==> src/fmsq_defines.vh <==
// constants for the fft memory sequencer
// Summary of operation
// - after a load, stay idle; no transform begins until start arrives.
// - direction and scaling are captured on the clock edge where start is high in single- or two-bank layout.
// - single-bank results stay in the working bank, digit-reversed.
// - read addresses undo digit reversal so port b delivers natural order.
// - a load and an unload each last 1024 cycles, one sample per cycle.
// - single-bank output writes span cycles 3121 to 4144 after start.
// - two-bank last pass writes bank y while bank x takes new input.
// - host muxes port a input; core drives port_share_select to steer it.
// - output_frame_strobe frames each two-bank result burst exactly; bank y write enable.
// - results leave digit-permuted; reorder_address gives natural-order bank y addresses.
// - once started in two-bank layout, vectors run back to back.
// - port_share_select is high for exactly each input-load window of a two-bank run.
// - early_load_warning rises ahead of every input-load window of a two-bank run.
// - back to back, settings are captured only on settings_sample_strobe or on a restarting start.
// - two-bank: first done 4144 cycles after start, then every 5120.
// - reorder_address is a 10-bit radix-4 digit-reversed sequence.
`ifndef FMSQ_DEFINES_VH
`define FMSQ_DEFINES_VH

`define FMSQ_AW 10
`define FMSQ_CW 13
`define FMSQ_VEC_LAST 10'h3ff
`define FMSQ_SMS_OUT_FIRST 13'h0c31
`define FMSQ_SMS_OUT_LAST 13'h1030
`define FMSQ_SMS_DONE 13'h1031
`define FMSQ_DMS_OUT_FIRST 13'h0c30
`define FMSQ_DMS_OUT_LAST 13'h102f
`define FMSQ_DMS_DONE 13'h1030
`define FMSQ_DMS_PERIOD_LAST 13'h13ff
`define FMSQ_EARLY_LEAD 13'h0010
`define FMSQ_SET_STROBE_CNT 13'h0000

`define FMSQ_LAY_SINGLE 2'h2
`define FMSQ_LAY_THREE 2'h1
`define FMSQ_LAY_TWO 2'h3

`define FMSQ_OFF_CONFIG 4'h0
`define FMSQ_OFF_STATUS 4'h4
`define FMSQ_CFG_SEL0 0
`define FMSQ_CFG_SEL1 1
`define FMSQ_CFG_DIR 2
`define FMSQ_CFG_SCL_LO 3
`define FMSQ_CFG_SCL_HI 4
`define FMSQ_CFG_RESET 32'h0000_0002
`define FMSQ_RESP_OKAY 2'h0
`define FMSQ_RESP_SLVERR 2'h2

`endif

==> src/fmsq_digit_rev.v <==
// radix-4 digit reversal of a 10-bit address
`timescale 1ns/1ps
`include "fmsq_defines.vh"

module fmsq_digit_rev (
  input wire [`FMSQ_AW-1:0] natural_addr, // natural-order index
  output wire [`FMSQ_AW-1:0] reversed_addr // base-4 digits in reverse order
);
  genvar d;
  generate
    for (d = 0; d < `FMSQ_AW / 2; d = d + 1) begin : g_digit
      assign reversed_addr[2*d+1:2*d] = natural_addr[`FMSQ_AW-1-2*d:`FMSQ_AW-2-2*d];
    end
  endgenerate
endmodule

==> src/fmsq_sequencer.v <==
// fft memory sequencer: load, compute, unload and two-bank overlap control
`timescale 1ns/1ps
`include "fmsq_defines.vh"

module fmsq_sequencer (
  input wire aclk, // system clock
  input wire aresetn, // synchronous reset, active low
  input wire [3:0] s_axi_awaddr, // write address
  input wire s_axi_awvalid, // write address valid
  output reg s_axi_awready, // write address ready
  input wire [31:0] s_axi_wdata, // write data
  input wire [3:0] s_axi_wstrb, // write byte strobes
  input wire s_axi_wvalid, // write data valid
  output reg s_axi_wready, // write data ready
  output reg [1:0] s_axi_bresp, // write response
  output reg s_axi_bvalid, // write response valid
  input wire s_axi_bready, // write response ready
  input wire [3:0] s_axi_araddr, // read address
  input wire s_axi_arvalid, // read address valid
  output reg s_axi_arready, // read address ready
  output reg [31:0] s_axi_rdata, // read data
  output reg [1:0] s_axi_rresp, // read response
  output reg s_axi_rvalid, // read data valid
  input wire s_axi_rready, // read data ready
  input wire start, // one-cycle transform start
  input wire load_request_pulse, // one-cycle load request
  input wire read_request_pulse, // one-cycle result read request
  output reg [`FMSQ_AW-1:0] work_addr_a, // working bank port a address
  output reg work_en_a, // working bank port a enable
  output reg work_we_a, // working bank port a write enable
  output reg [`FMSQ_AW-1:0] work_addr_b, // working bank port b address
  output reg work_en_b, // working bank port b enable
  output reg port_share_select, // port a mux: high selects input_sample_bus
  output reg early_load_warning, // load window is about to open
  output reg output_frame_strobe, // burst_output_bus valid, bank y write enable
  output reg [`FMSQ_AW-1:0] reorder_address, // bank y write address
  output reg settings_sample_strobe, // settings captured this cycle
  output reg transform_direction_q, // captured direction for the arithmetic
  output reg [1:0] scaling_select_q, // captured scaling for the arithmetic
  output reg done, // one-cycle transform complete
  output reg busy // sequencer not idle
);

  localparam ST_IDLE = 5'h01;
  localparam ST_LOAD = 5'h02;
  localparam ST_COMP = 5'h04;
  localparam ST_UNLD = 5'h08;
  localparam ST_RUN = 5'h10;

  ////////////////////////////////////////////////////////////////////////////
  // register file
  reg [31:0] config_reg;
  reg [4:0] state_reg;
  reg [4:0] state_next;
  reg [`FMSQ_CW-1:0] cnt_reg;
  reg [`FMSQ_CW-1:0] cnt_next;
  reg [15:0] vector_count_reg;
  reg aw_taken_reg;
  reg w_taken_reg;
  reg [3:0] aw_addr_reg;
  reg [31:0] w_data_reg;
  reg [3:0] w_strb_reg;

  wire [1:0] layout = {config_reg[`FMSQ_CFG_SEL1], config_reg[`FMSQ_CFG_SEL0]};
  wire lay_single = (layout == `FMSQ_LAY_SINGLE);
  wire lay_two = (layout == `FMSQ_LAY_TWO);
  wire cfg_dir = config_reg[`FMSQ_CFG_DIR];
  wire [1:0] cfg_scl = config_reg[`FMSQ_CFG_SCL_HI:`FMSQ_CFG_SCL_LO];
  wire [31:0] status_word = {vector_count_reg, 6'h00, scaling_select_q, transform_direction_q,
                             lay_two, lay_single, state_reg};
  wire aw_hs = s_axi_awvalid & s_axi_awready;
  wire w_hs = s_axi_wvalid & s_axi_wready;
  wire aw_have = aw_taken_reg | aw_hs;
  wire w_have = w_taken_reg | w_hs;
  wire [3:0] wr_addr = aw_taken_reg ? aw_addr_reg : s_axi_awaddr;
  wire [31:0] wr_data = w_taken_reg ? w_data_reg : s_axi_wdata;
  wire [3:0] wr_strb = w_taken_reg ? w_strb_reg : s_axi_wstrb;
  wire wr_fire = aw_have & w_have;
  wire rd_fire = s_axi_arvalid & s_axi_arready;
  integer b;

  ////////////////////////////////////////////////////////////////////////////
  // write channel: address and data taken in either order
  always @(posedge aclk) begin
    if (!aresetn) begin
      config_reg <= `FMSQ_CFG_RESET;
      aw_taken_reg <= 1'b0;
      w_taken_reg <= 1'b0;
      aw_addr_reg <= 4'h0;
      w_data_reg <= 32'h0000_0000;
      w_strb_reg <= 4'h0;
      s_axi_awready <= 1'b0;
      s_axi_wready <= 1'b0;
      s_axi_bvalid <= 1'b0;
      s_axi_bresp <= `FMSQ_RESP_OKAY;
    end else begin
      // one ready pulse per offered item, none while a response waits
      s_axi_awready <= ~aw_taken_reg & ~s_axi_awready & ~s_axi_bvalid & s_axi_awvalid;
      s_axi_wready <= ~w_taken_reg & ~s_axi_wready & ~s_axi_bvalid & s_axi_wvalid;
      if (aw_hs & ~wr_fire) begin
        aw_taken_reg <= 1'b1;
        aw_addr_reg <= s_axi_awaddr;
      end
      if (w_hs & ~wr_fire) begin
        w_taken_reg <= 1'b1;
        w_data_reg <= s_axi_wdata;
        w_strb_reg <= s_axi_wstrb;
      end
      if (wr_fire) begin
        aw_taken_reg <= 1'b0;
        w_taken_reg <= 1'b0;
        s_axi_bvalid <= 1'b1;
        if (wr_addr == `FMSQ_OFF_CONFIG) begin
          s_axi_bresp <= `FMSQ_RESP_OKAY;
          for (b = 0; b < 4; b = b + 1) begin
            if (wr_strb[b]) begin
              config_reg[8*b +: 8] <= wr_data[8*b +: 8];
            end
          end
        end else if (wr_addr == `FMSQ_OFF_STATUS) begin
          s_axi_bresp <= `FMSQ_RESP_OKAY;
        end else begin
          s_axi_bresp <= `FMSQ_RESP_SLVERR;
        end
      end else if (s_axi_bvalid & s_axi_bready) begin
        s_axi_bvalid <= 1'b0;
      end
    end
  end

  ////////////////////////////////////////////////////////////////////////////
  // read channel
  always @(posedge aclk) begin
    if (!aresetn) begin
      s_axi_arready <= 1'b0;
      s_axi_rvalid <= 1'b0;
      s_axi_rresp <= `FMSQ_RESP_OKAY;
      s_axi_rdata <= 32'h0000_0000;
    end else begin
      s_axi_arready <= ~s_axi_arready & ~s_axi_rvalid & s_axi_arvalid;
      if (rd_fire) begin
        s_axi_rvalid <= 1'b1;
        if (s_axi_araddr == `FMSQ_OFF_CONFIG) begin
          s_axi_rdata <= config_reg;
          s_axi_rresp <= `FMSQ_RESP_OKAY;
        end else if (s_axi_araddr == `FMSQ_OFF_STATUS) begin
          s_axi_rdata <= status_word;
          s_axi_rresp <= `FMSQ_RESP_OKAY;
        end else begin
          s_axi_rdata <= 32'h0000_0000;
          s_axi_rresp <= `FMSQ_RESP_SLVERR;
        end
      end else if (s_axi_rvalid & s_axi_rready) begin
        s_axi_rvalid <= 1'b0;
      end
    end
  end

  ////////////////////////////////////////////////////////////////////////////
  // sequencing
  wire start_ok = start & (lay_single | lay_two);
  wire cnt_last10 = (cnt_reg[`FMSQ_AW-1:0] == `FMSQ_VEC_LAST);

  always @* begin
    state_next = state_reg;
    cnt_next = cnt_reg;
    if (start_ok & (lay_two | (state_reg == ST_IDLE))) begin
      // single bank only starts from idle; two bank restarts at any time
      state_next = lay_two ? ST_RUN : ST_COMP;
      cnt_next = {`FMSQ_CW{1'b0}};
    end else begin
      case (state_reg)
        ST_IDLE: begin
          if (load_request_pulse) begin
            state_next = ST_LOAD;
            cnt_next = {`FMSQ_CW{1'b0}};
          end else if (read_request_pulse & lay_single) begin
            state_next = ST_UNLD;
            cnt_next = {`FMSQ_CW{1'b0}};
          end
        end
        ST_LOAD, ST_UNLD: begin
          cnt_next = cnt_reg + 1'b1;
          if (cnt_last10) begin
            state_next = ST_IDLE;
          end
        end
        ST_COMP: begin
          cnt_next = cnt_reg + 1'b1;
          if (cnt_reg == `FMSQ_SMS_DONE) begin
            state_next = ST_IDLE;
          end
        end
        ST_RUN: begin
          // free-running period, no further start needed
          if (cnt_reg == `FMSQ_DMS_PERIOD_LAST) begin
            cnt_next = {`FMSQ_CW{1'b0}};
          end else begin
            cnt_next = cnt_reg + 1'b1;
          end
        end
        default: begin
          state_next = ST_IDLE;
          cnt_next = {`FMSQ_CW{1'b0}};
        end
      endcase
    end
  end

  // output flags are derived from the next count so they align with it
  wire n_run = (state_next == ST_RUN);
  wire n_comp = (state_next == ST_COMP);
  wire n_sms_out = n_comp & (cnt_next >= `FMSQ_SMS_OUT_FIRST) & (cnt_next <= `FMSQ_SMS_OUT_LAST);
  wire n_dms_win = n_run & (cnt_next >= `FMSQ_DMS_OUT_FIRST) & (cnt_next <= `FMSQ_DMS_OUT_LAST);
  wire n_early = n_run & (cnt_next >= `FMSQ_DMS_OUT_FIRST - `FMSQ_EARLY_LEAD) &
                 (cnt_next < `FMSQ_DMS_OUT_FIRST);
  wire [`FMSQ_AW-1:0] n_idx = cnt_next[`FMSQ_AW-1:0];
  wire [`FMSQ_CW-1:0] n_ofs_sms = cnt_next - `FMSQ_SMS_OUT_FIRST;
  wire [`FMSQ_CW-1:0] n_ofs_dms = cnt_next - `FMSQ_DMS_OUT_FIRST;
  wire [`FMSQ_AW-1:0] n_idx_out = n_comp ? n_ofs_sms[`FMSQ_AW-1:0]
                                         : n_ofs_dms[`FMSQ_AW-1:0];
  wire n_done = (n_comp & (cnt_next == `FMSQ_SMS_DONE)) |
                (n_run & (cnt_next == `FMSQ_DMS_DONE));
  wire [`FMSQ_AW-1:0] n_idx_rev;
  wire [`FMSQ_AW-1:0] n_out_rev;
  // capture on the edge that closes the marked cycle
  wire settings_now = settings_sample_strobe & ~start_ok;

  fmsq_digit_rev u_rev_unload (
    .natural_addr(n_idx),
    .reversed_addr(n_idx_rev)
  );

  fmsq_digit_rev u_rev_out (
    .natural_addr(n_idx_out),
    .reversed_addr(n_out_rev)
  );

  ////////////////////////////////////////////////////////////////////////////
  // phase state and transform bookkeeping
  always @(posedge aclk) begin
    if (!aresetn) begin
      state_reg <= ST_IDLE;
      cnt_reg <= {`FMSQ_CW{1'b0}};
      vector_count_reg <= 16'h0000;
      done <= 1'b0;
      busy <= 1'b0;
    end else begin
      state_reg <= state_next;
      cnt_reg <= cnt_next;
      busy <= (state_next != ST_IDLE);
      done <= n_done;
      if (start_ok) begin
        vector_count_reg <= 16'h0000;
      end else if (n_done) begin
        vector_count_reg <= vector_count_reg + 1'b1;
      end
    end
  end

  ////////////////////////////////////////////////////////////////////////////
  // settings capture: at start, then only on the marked cycle
  always @(posedge aclk) begin
    if (!aresetn) begin
      settings_sample_strobe <= 1'b0;
      transform_direction_q <= 1'b0;
      scaling_select_q <= 2'h0;
    end else begin
      if (start_ok | settings_now) begin
        transform_direction_q <= cfg_dir;
        scaling_select_q <= cfg_scl;
      end
      settings_sample_strobe <= n_run & (cnt_next == `FMSQ_SET_STROBE_CNT) & ~start_ok;
    end
  end

  ////////////////////////////////////////////////////////////////////////////
  // memory strobes and addresses
  always @(posedge aclk) begin
    if (!aresetn) begin
      work_addr_a <= {`FMSQ_AW{1'b0}};
      work_en_a <= 1'b0;
      work_we_a <= 1'b0;
      work_addr_b <= {`FMSQ_AW{1'b0}};
      work_en_b <= 1'b0;
      port_share_select <= 1'b0;
      early_load_warning <= 1'b0;
      output_frame_strobe <= 1'b0;
      reorder_address <= {`FMSQ_AW{1'b0}};
    end else begin
      // port a: host samples in load windows, in-place results otherwise
      work_en_a <= (state_next == ST_LOAD) | n_comp | n_run;
      work_we_a <= (state_next == ST_LOAD) | n_sms_out | n_dms_win;
      work_addr_a <= n_idx;
      port_share_select <= n_dms_win;
      early_load_warning <= n_early;
      output_frame_strobe <= n_dms_win;
      reorder_address <= n_dms_win ? n_out_rev : {`FMSQ_AW{1'b0}};
      // port b: compute operand reads, or unscrambled result reads
      work_en_b <= (state_next == ST_UNLD) | n_comp | n_run;
      work_addr_b <= (state_next == ST_UNLD) ? n_idx_rev : n_idx;
    end
  end

endmodule

==> config.mk <==
export PLATFORM = sky130hd
export DESIGN_NAME = fmsq_sequencer
export DESIGN_NICKNAME = d
export VERILOG_FILES = /design/src/fmsq_digit_rev.v /design/src/fmsq_sequencer.v
export VERILOG_INCLUDE_DIRS = /design/src
export SDC_FILE = /design/constraint.sdc
export NUM_CORES = 1
export LEC_CHECK = 0
export BUFFER_PORTS_ARGS = -buffer_cell sky130_fd_sc_hd__buf_2
export CAP_MARGIN = 20
export CORE_ASPECT_RATIO = 1.25
export CORE_UTILIZATION = 59
export CTS_BUF_LIST = sky130_fd_sc_hd__clkbuf_4
export CTS_CLUSTER_SIZE = 12
export DETAILED_ROUTE_END_ITERATION = 8
export GPL_TIMING_DRIVEN = 0
export PLACE_DENSITY_LB_ADDON = 0.05
export SYNTH_ARGS = -nofsm -noshare
export SYNTH_HDL_FRONTEND = slang
export SYNTH_SLANG_ARGS = --single-unit
export TNS_END_PERCENT = 5
==> constraint.sdc <==
create_clock -name aclk -period 4.7 [get_ports aclk]
set_clock_uncertainty 0.15 [all_clocks]
set_input_delay 0.235 -clock aclk [delete_from_list [all_inputs] [get_ports aclk]]
set_output_delay 0.235 -clock aclk [all_outputs]
set_load 0.01 [all_outputs]
### Word-level counts from Yosys, hierarchy flattened

Cells that the tools add are included.

* register bits after elaboration: 190
* input bits: 54
* output and inout bits: 83
* word-level logic and storage cells: 155

* add/sub/neg operators: 4
* $lt $le $gt $ge: 6
* eq/ne operators: 19
* mux-type cells: 27
* bitwise logic cells: 52
* reductions and logical operators: 14

Operator list (count)
* 2-to-1 mux 32 bit: 3
* equality test 13 bit (second input constant): 4
* 2-to-1 mux 13 bit: 4
* >= comparator 13 x 12 -> 1 bit (second input constant): 3
* one-hot mux 13 bit (3 select lines): 1
* AND 1 bit: 30
* 2-to-1 mux 5 bit: 6
* less-or-equal comparator 13 bit (second input constant): 2
* 2-to-1 mux 10 bit: 2
* one-hot mux 5 bit (4 select lines): 1
* subtractor 10 x 6 -> 10 bit (second input constant): 2
* adder 16 x 1 -> 16 bit (second input constant): 1
* adder 13 x 1 -> 13 bit (second input constant): 1
* logical NOT 13 bit: 1
* < comparator 13 x 12 -> 1 bit (second input constant): 1
* OR 1 bit: 12
* AND reduction 3 bit: 4
* equality test 10 bit (second input constant): 1
* equality test 5 x 2 -> 1 bit (second input constant): 2
* equality test 5 x 3 -> 1 bit (second input constant): 2
* equality test 5 x 4 -> 1 bit (second input constant): 2
* equality test 5 bit (second input constant): 2
* inverter 1 bit: 10
* equality test 4 x 3 -> 1 bit (second input constant): 2
* 11 further kinds: 23

### Depth between registers and ports, before layout

* depth in word-level cells: 11
* depth in mapped cells: 15
* depth with buffers taken out: 14

### Modules after synthesis

From an unflattened synthesis, not the netlist that was laid out.

* cells, all modules: 986
* area, all modules: 8340.5 µm²

Modules (own cells, without submodules)
* fmsq_sequencer: times used 1, cells an instance 966, area an instance 8190.4 µm², seq. area each 3563.4 µm²
* fmsq_digit_rev: times used 2, cells an instance 10, area an instance 75.1 µm², seq. area each 0.0 µm²

### Worst setup path after synthesis

OpenSTA, ideal clock, no wires.

* path type: register to register
* start point: reg state_reg[2]
* end point: reg vector_count_reg[9]
* setup time: 0.070 ns
* arrival time: 3.217 ns
* data required time: 4.480 ns
* slack: 1.263 ns
* cell stages (with the launch flop): 13
* path buffers: 1
* clock period less this slack: 3.437 ns
* path through: dfxtp_1 buf_4 nor4b_4 a211oi_4 a311o_2 a21oi_1 nor2_1 nor2_1 ha_1 or4b_4 or2_1 or3_1 a21oi_1

* word-level cells in the longest chain between the ends: 7
* elaborated cells on any way between the ends: 24
* classes of those cells: eq/ne: 9; mux: 8; bitwise: 5; reduce/logical: 2

RTL lines
* start: declaration: line fmsq_sequencer.v:53 `reg [4:0] state_reg;`
* start signal: assignment: line fmsq_sequencer.v:249 `state_reg <= state_next;`
* equality test 5 x 3 -> 1 bit, or another cell as far along: line fmsq_sequencer.v:172 `case (state_reg)`
* OR reduction 3 bit (no source line) / OR 1 bit (equally long branches)
* one-hot mux 13 bit (3 select lines) / AND 1 bit (equally long branches): line fmsq_sequencer.v:172, fmsq_sequencer.v:167
* 2-to-1 mux 13 bit *: line fmsq_sequencer.v:167 `if (start_ok & (lay_two | (state_reg == ST_IDLE))) begin`
* via cnt_next[5]: line fmsq_sequencer.v:56 `` reg [`FMSQ_CW-1:0] cnt_next; ``
* equality test 13 bit (no source line)
* AND 1 bit (on tied branches): line fmsq_sequencer.v:222, fmsq_sequencer.v:223
* OR 1 bit *: line fmsq_sequencer.v:222 `` wire n_done = (n_comp & (cnt_next == `FMSQ_SMS_DONE)) | ``
* end signal: assignment: line fmsq_sequencer.v:256 `vector_count_reg <= vector_count_reg + 1'b1;`
* end: declaration: line fmsq_sequencer.v:57 `reg [15:0] vector_count_reg;`

The timed path passes the listed nets; every way through them passes the cells marked *.
A chain may end at the register's enable or synchronous reset.

### Final worst setup path

* start point: reg cnt_reg[1]
* end point: reg reorder_address[3]

* word-level cells in the longest chain between the ends: 8
* elaborated cells on any way between the ends: 23
* classes of those cells: add/sub: 3; order compare: 2; eq/ne: 5; mux: 10; bitwise: 2; reduce/logical: 1

RTL lines
* start: declaration: line fmsq_sequencer.v:55 `` reg [`FMSQ_CW-1:0] cnt_reg; ``
* start signal: assignment: line fmsq_sequencer.v:244 `` cnt_reg <= {`FMSQ_CW{1'b0}}; ``
* start signal: assignment: line fmsq_sequencer.v:250 `cnt_reg <= cnt_next;`
* adder 13 x 1 -> 13 bit / equality test 13 bit (equally long branches)
* 2-to-1 mux 13 bit: line fmsq_sequencer.v:196 `` if (cnt_reg == `FMSQ_DMS_PERIOD_LAST) begin ``
* one-hot mux 13 bit (3 select lines) *: line fmsq_sequencer.v:172
* 2-to-1 mux 13 bit *: line fmsq_sequencer.v:167
* via cnt_next[5]: line fmsq_sequencer.v:56
* >= comparator 13 x 12 -> 1 bit (no source line)
* AND 1 bit (2 in a row): line fmsq_sequencer.v:214 `` wire n_dms_win = n_run & (cnt_next >= `FMSQ_DMS_OUT_FIRST) & (cnt_next <= `FMSQ_DMS_OUT_LAST); ``
* AND reduction 2 bit (no source line)
* end signal: assignment: line fmsq_sequencer.v:289 `` reorder_address <= {`FMSQ_AW{1'b0}}; ``
* end signal: assignment: line fmsq_sequencer.v:298 `` reorder_address <= n_dms_win ? n_out_rev : {`FMSQ_AW{1'b0}}; ``
* end: declaration: line fmsq_sequencer.v:36 `` output reg [`FMSQ_AW-1:0] reorder_address, ``

Marked as above.

==> impl_metrics.toml <==
[run_status]
status = "finished, final reports clean"

[routing]
wl_per_cell_um = 16.94
wl_met1_mm = 9.325
drc = 0
vias = 7854
routed-wl-met2_mm = 11.83
antenna_left = 0
met3WireLength_mm = 1.180
wirelength_mm = 23.37
top_layer = "met4"
viasPerCell = 5.695
drtIter0Drc = 458
dr.pass1.iters = 5

[floorplan]
core-area_mm2 = 0.01381
dieArea_mm2 = 0.01458
io_pins = 137
start_util = 0.6024
fp-row-count = 48
fp.dieW_um = 108.2
die_h_um = 134.8

[global_route]
grt_pass1_vias = 7319
grt_pass1_wl_mm = 36.65
grt_use_total = 0.3296
grt_antenna_before_repair = 1
grt_max_degree = 17
grt-ovfl-total = 0

[critical_path]
rr_worst_depth = 14
worst-r2r-setup-slack_ps = 360
rr_endpoint = "reorder_address[3]"
critPathLaunch = "cnt_reg[1]"
startpoint_type = "flip-flop"
crit_type = "flip-flop to flip-flop"
timing.rr.start = "cnt_reg[1]"
required_ps = 5040
critPathArrivalTime_ps = 4680
crit_fanout = 10
endpoint_kind = "flip-flop"

[timing]
worst_pin_slew_ps = 1032
slew_headroom = 0.3013
hold_viol = 0
slew_viol_final = 0
rsz0062_at_grt = "no"
setup_viol = 0
fin_crit_sh = 0.9234
holdWs_ps = 100.6
maxClockFrequency_mhz = 230.4
fin_crit_ps = 4340
fin_tns_setup_ps = 0

[cells_and_area]
mostFrequentLayoutCells = "dfxtp_1 (176), nor2_1 (141), buf_2 (137), nand2_1 (118), a21oi_1 (86)"
nets = 1254
fillerInstances = 1134
drive_gt1_frac = 0.1812
area_growth_pct = 20.54
final_common_cell = "dfxtp_1"

[clocking]
cts_resized = 0
h-tree-depth = 4
cts_tree = "done"
cts_num_sinks = 176
root_buffer = "clkbuf_4"
cts_inserted_buffers = 17
post_cts_buffers = 0
clk_latency_ps = 600
clkTransAtPathRegs_ps = 150
cts_buffer_depth = 2

[place]
dpl.hpwl_mm = 17.09
port-buffer-count = 133
gp_congestion = 0.9219

[min_path]
min_path_type = "input port to flip-flop"
min_to = "state_reg[3]"
min_path_cells = 6
hold_start = "read_request_pulse"

[power]
internal_power_w = 0.002070
seq_power_share = 0.523
switchingPower_w = 0.0008675
ir_worst_vdd_mv = 0.2510
p_leak_nw = 3.939
finalPower_w = 0.002938
swShare = 0.2953
power_density_mw_per_mm2 = 292.9
clockPowerShare = 0.320
power_frac_comb = 0.157

[synthesis]
synth_area_leaders = "dfxtp_1 (42%), mux2i_1 (9.0%), nor2_1 (6.4%)"
synth_ff_type = "dfxtp_1"
async_flop_share = 0
synth-seq-cells = 176
ys_warn_count = 0
syn_area_per_cell_um2 = 8.439
synth_cells = 986
ys_seq_area_frac = 0.4235
synth_enable_flop_cells = 0
synth_top_area_cell = "dfxtp_1"
ys_types = 83
synth_area_mm2 = 0.008320
synth_top_area_share = 0.4235

[run]
drv_cap = 0
[cell families after synthesis]
family                   synth area share
AND/OR/NAND/NOR                    0.2367
other                           0.0004507
adder cells (fa/ha/maj)           0.01504
multiplexers                      0.09293
flip-flops                         0.4235
AO/OA/AOI/OAI                      0.1535
XOR/XNOR                          0.02632
buffers and inverters             0.05158
[power groups by stage]
stage / Sequential (W) / Clock [W] / Combinational, W
finish: 0.00154 / 0.000940 / 0.000462
global route: 0.00154 / 0.00101 / 0.000500
CTS: 0.00154 / 0.000953 / 0.000453
detailed placement: 0.00157 / 0 / 0.000420
global placement: 0.00157 / 0 / 0.000418
floorplan: 0.00157 / 0 / 0.000282
[metrics by stage]
step / area (um^2) / setup WS [ps] / cells / utilization
floorplan: 8324 / 1263 / 987 / -
global placement: 9209 / 458.1 / 1295 / 0.6667
detailed placement: 9216 / 500.0 / 1296 / 0.6672
CTS: 10030 / 473.2 / 1378 / 0.7259
global route: 10030 / 191.0 / 1379 / 0.7261
finish: 10030 / 360.0 / 1379 / 0.7261
[cell usage after synthesis, types with 9 or more instances]
| library cell | number |
|---|---|
| nor3_1 | 45 |
| xor2_1 | 9 |
| and2_1 | 13 |
| nor2_1 | 141 |
| nand2_1 | 118 |
| mux2i_1 | 75 |
| ha_1 | 10 |
| a211oi_1 | 33 |
| nand3_1 | 26 |
| o21ai_0 | 17 |
| inv_1 | 18 |
| a21oi_1 | 86 |
| buf_4 | 18 |
| xnor2_1 | 16 |
| clkbuf_1 | 50 |
| dfxtp_1 | 176 |
[routing by layer]
layer | vias up | GRT usage
met2 | 270 | 0.5899
met1 | 3660 | 0.3646
met4 | 0 | 0.1659
li1 | 3850 | -
met3 | 74 | 0.06757
met5 | - | 0
[cell type report]
class	count	area [um^2]	share of cell area
Clock buffer	17	127.6	0.01272
Antenna cell	1	2.502	0.0002495
Inverter	19	71.32	0.007111
Clock inverter	15	182.7	0.01821
Multi-Input combinational cell	718	4372	0.4359
Sequential cell	176	3523	0.3513
Buffer	74	357.8	0.03568
Timing Repair Buffer	184	1174	0.1170
Tap cell	175	219.0	0.02183
[critical path, stage by stage (launching register included)]
cell      delay [ps]
dfxtp_1          560
ha_1             310
nand3_1          220
nor3_4           410
a311o_2          380
a21oi_1           70
nor2_1           310
nor2_1           190
ha_1             250
and2_1           180
a311oi_1         320
a221oi_1         140
o31ai_2          390
buf_2            290
a21oi_1           60
[what timing repair did]
action | 4_1_cts | 5_1_grt
endpoints found under the setup margin | 0 | 0
hold buffers | 50 | 0
endpoints found under the hold margin | 96 | 0
[worst max path at each step]
stage                                endpoint  cells after the start  slack (ps)
after global placement     reorder_address[0]                     14         460
after floorplan           vector_count_reg[9]                     12        1260
final                      reorder_address[3]                     14         360
after CTS                  reorder_address[3]                     14         470
after detailed placement   reorder_address[3]                     14         500
after global routing       reorder_address[3]                     14         190
No activity file was read; power rests on OpenSTA's default activity.
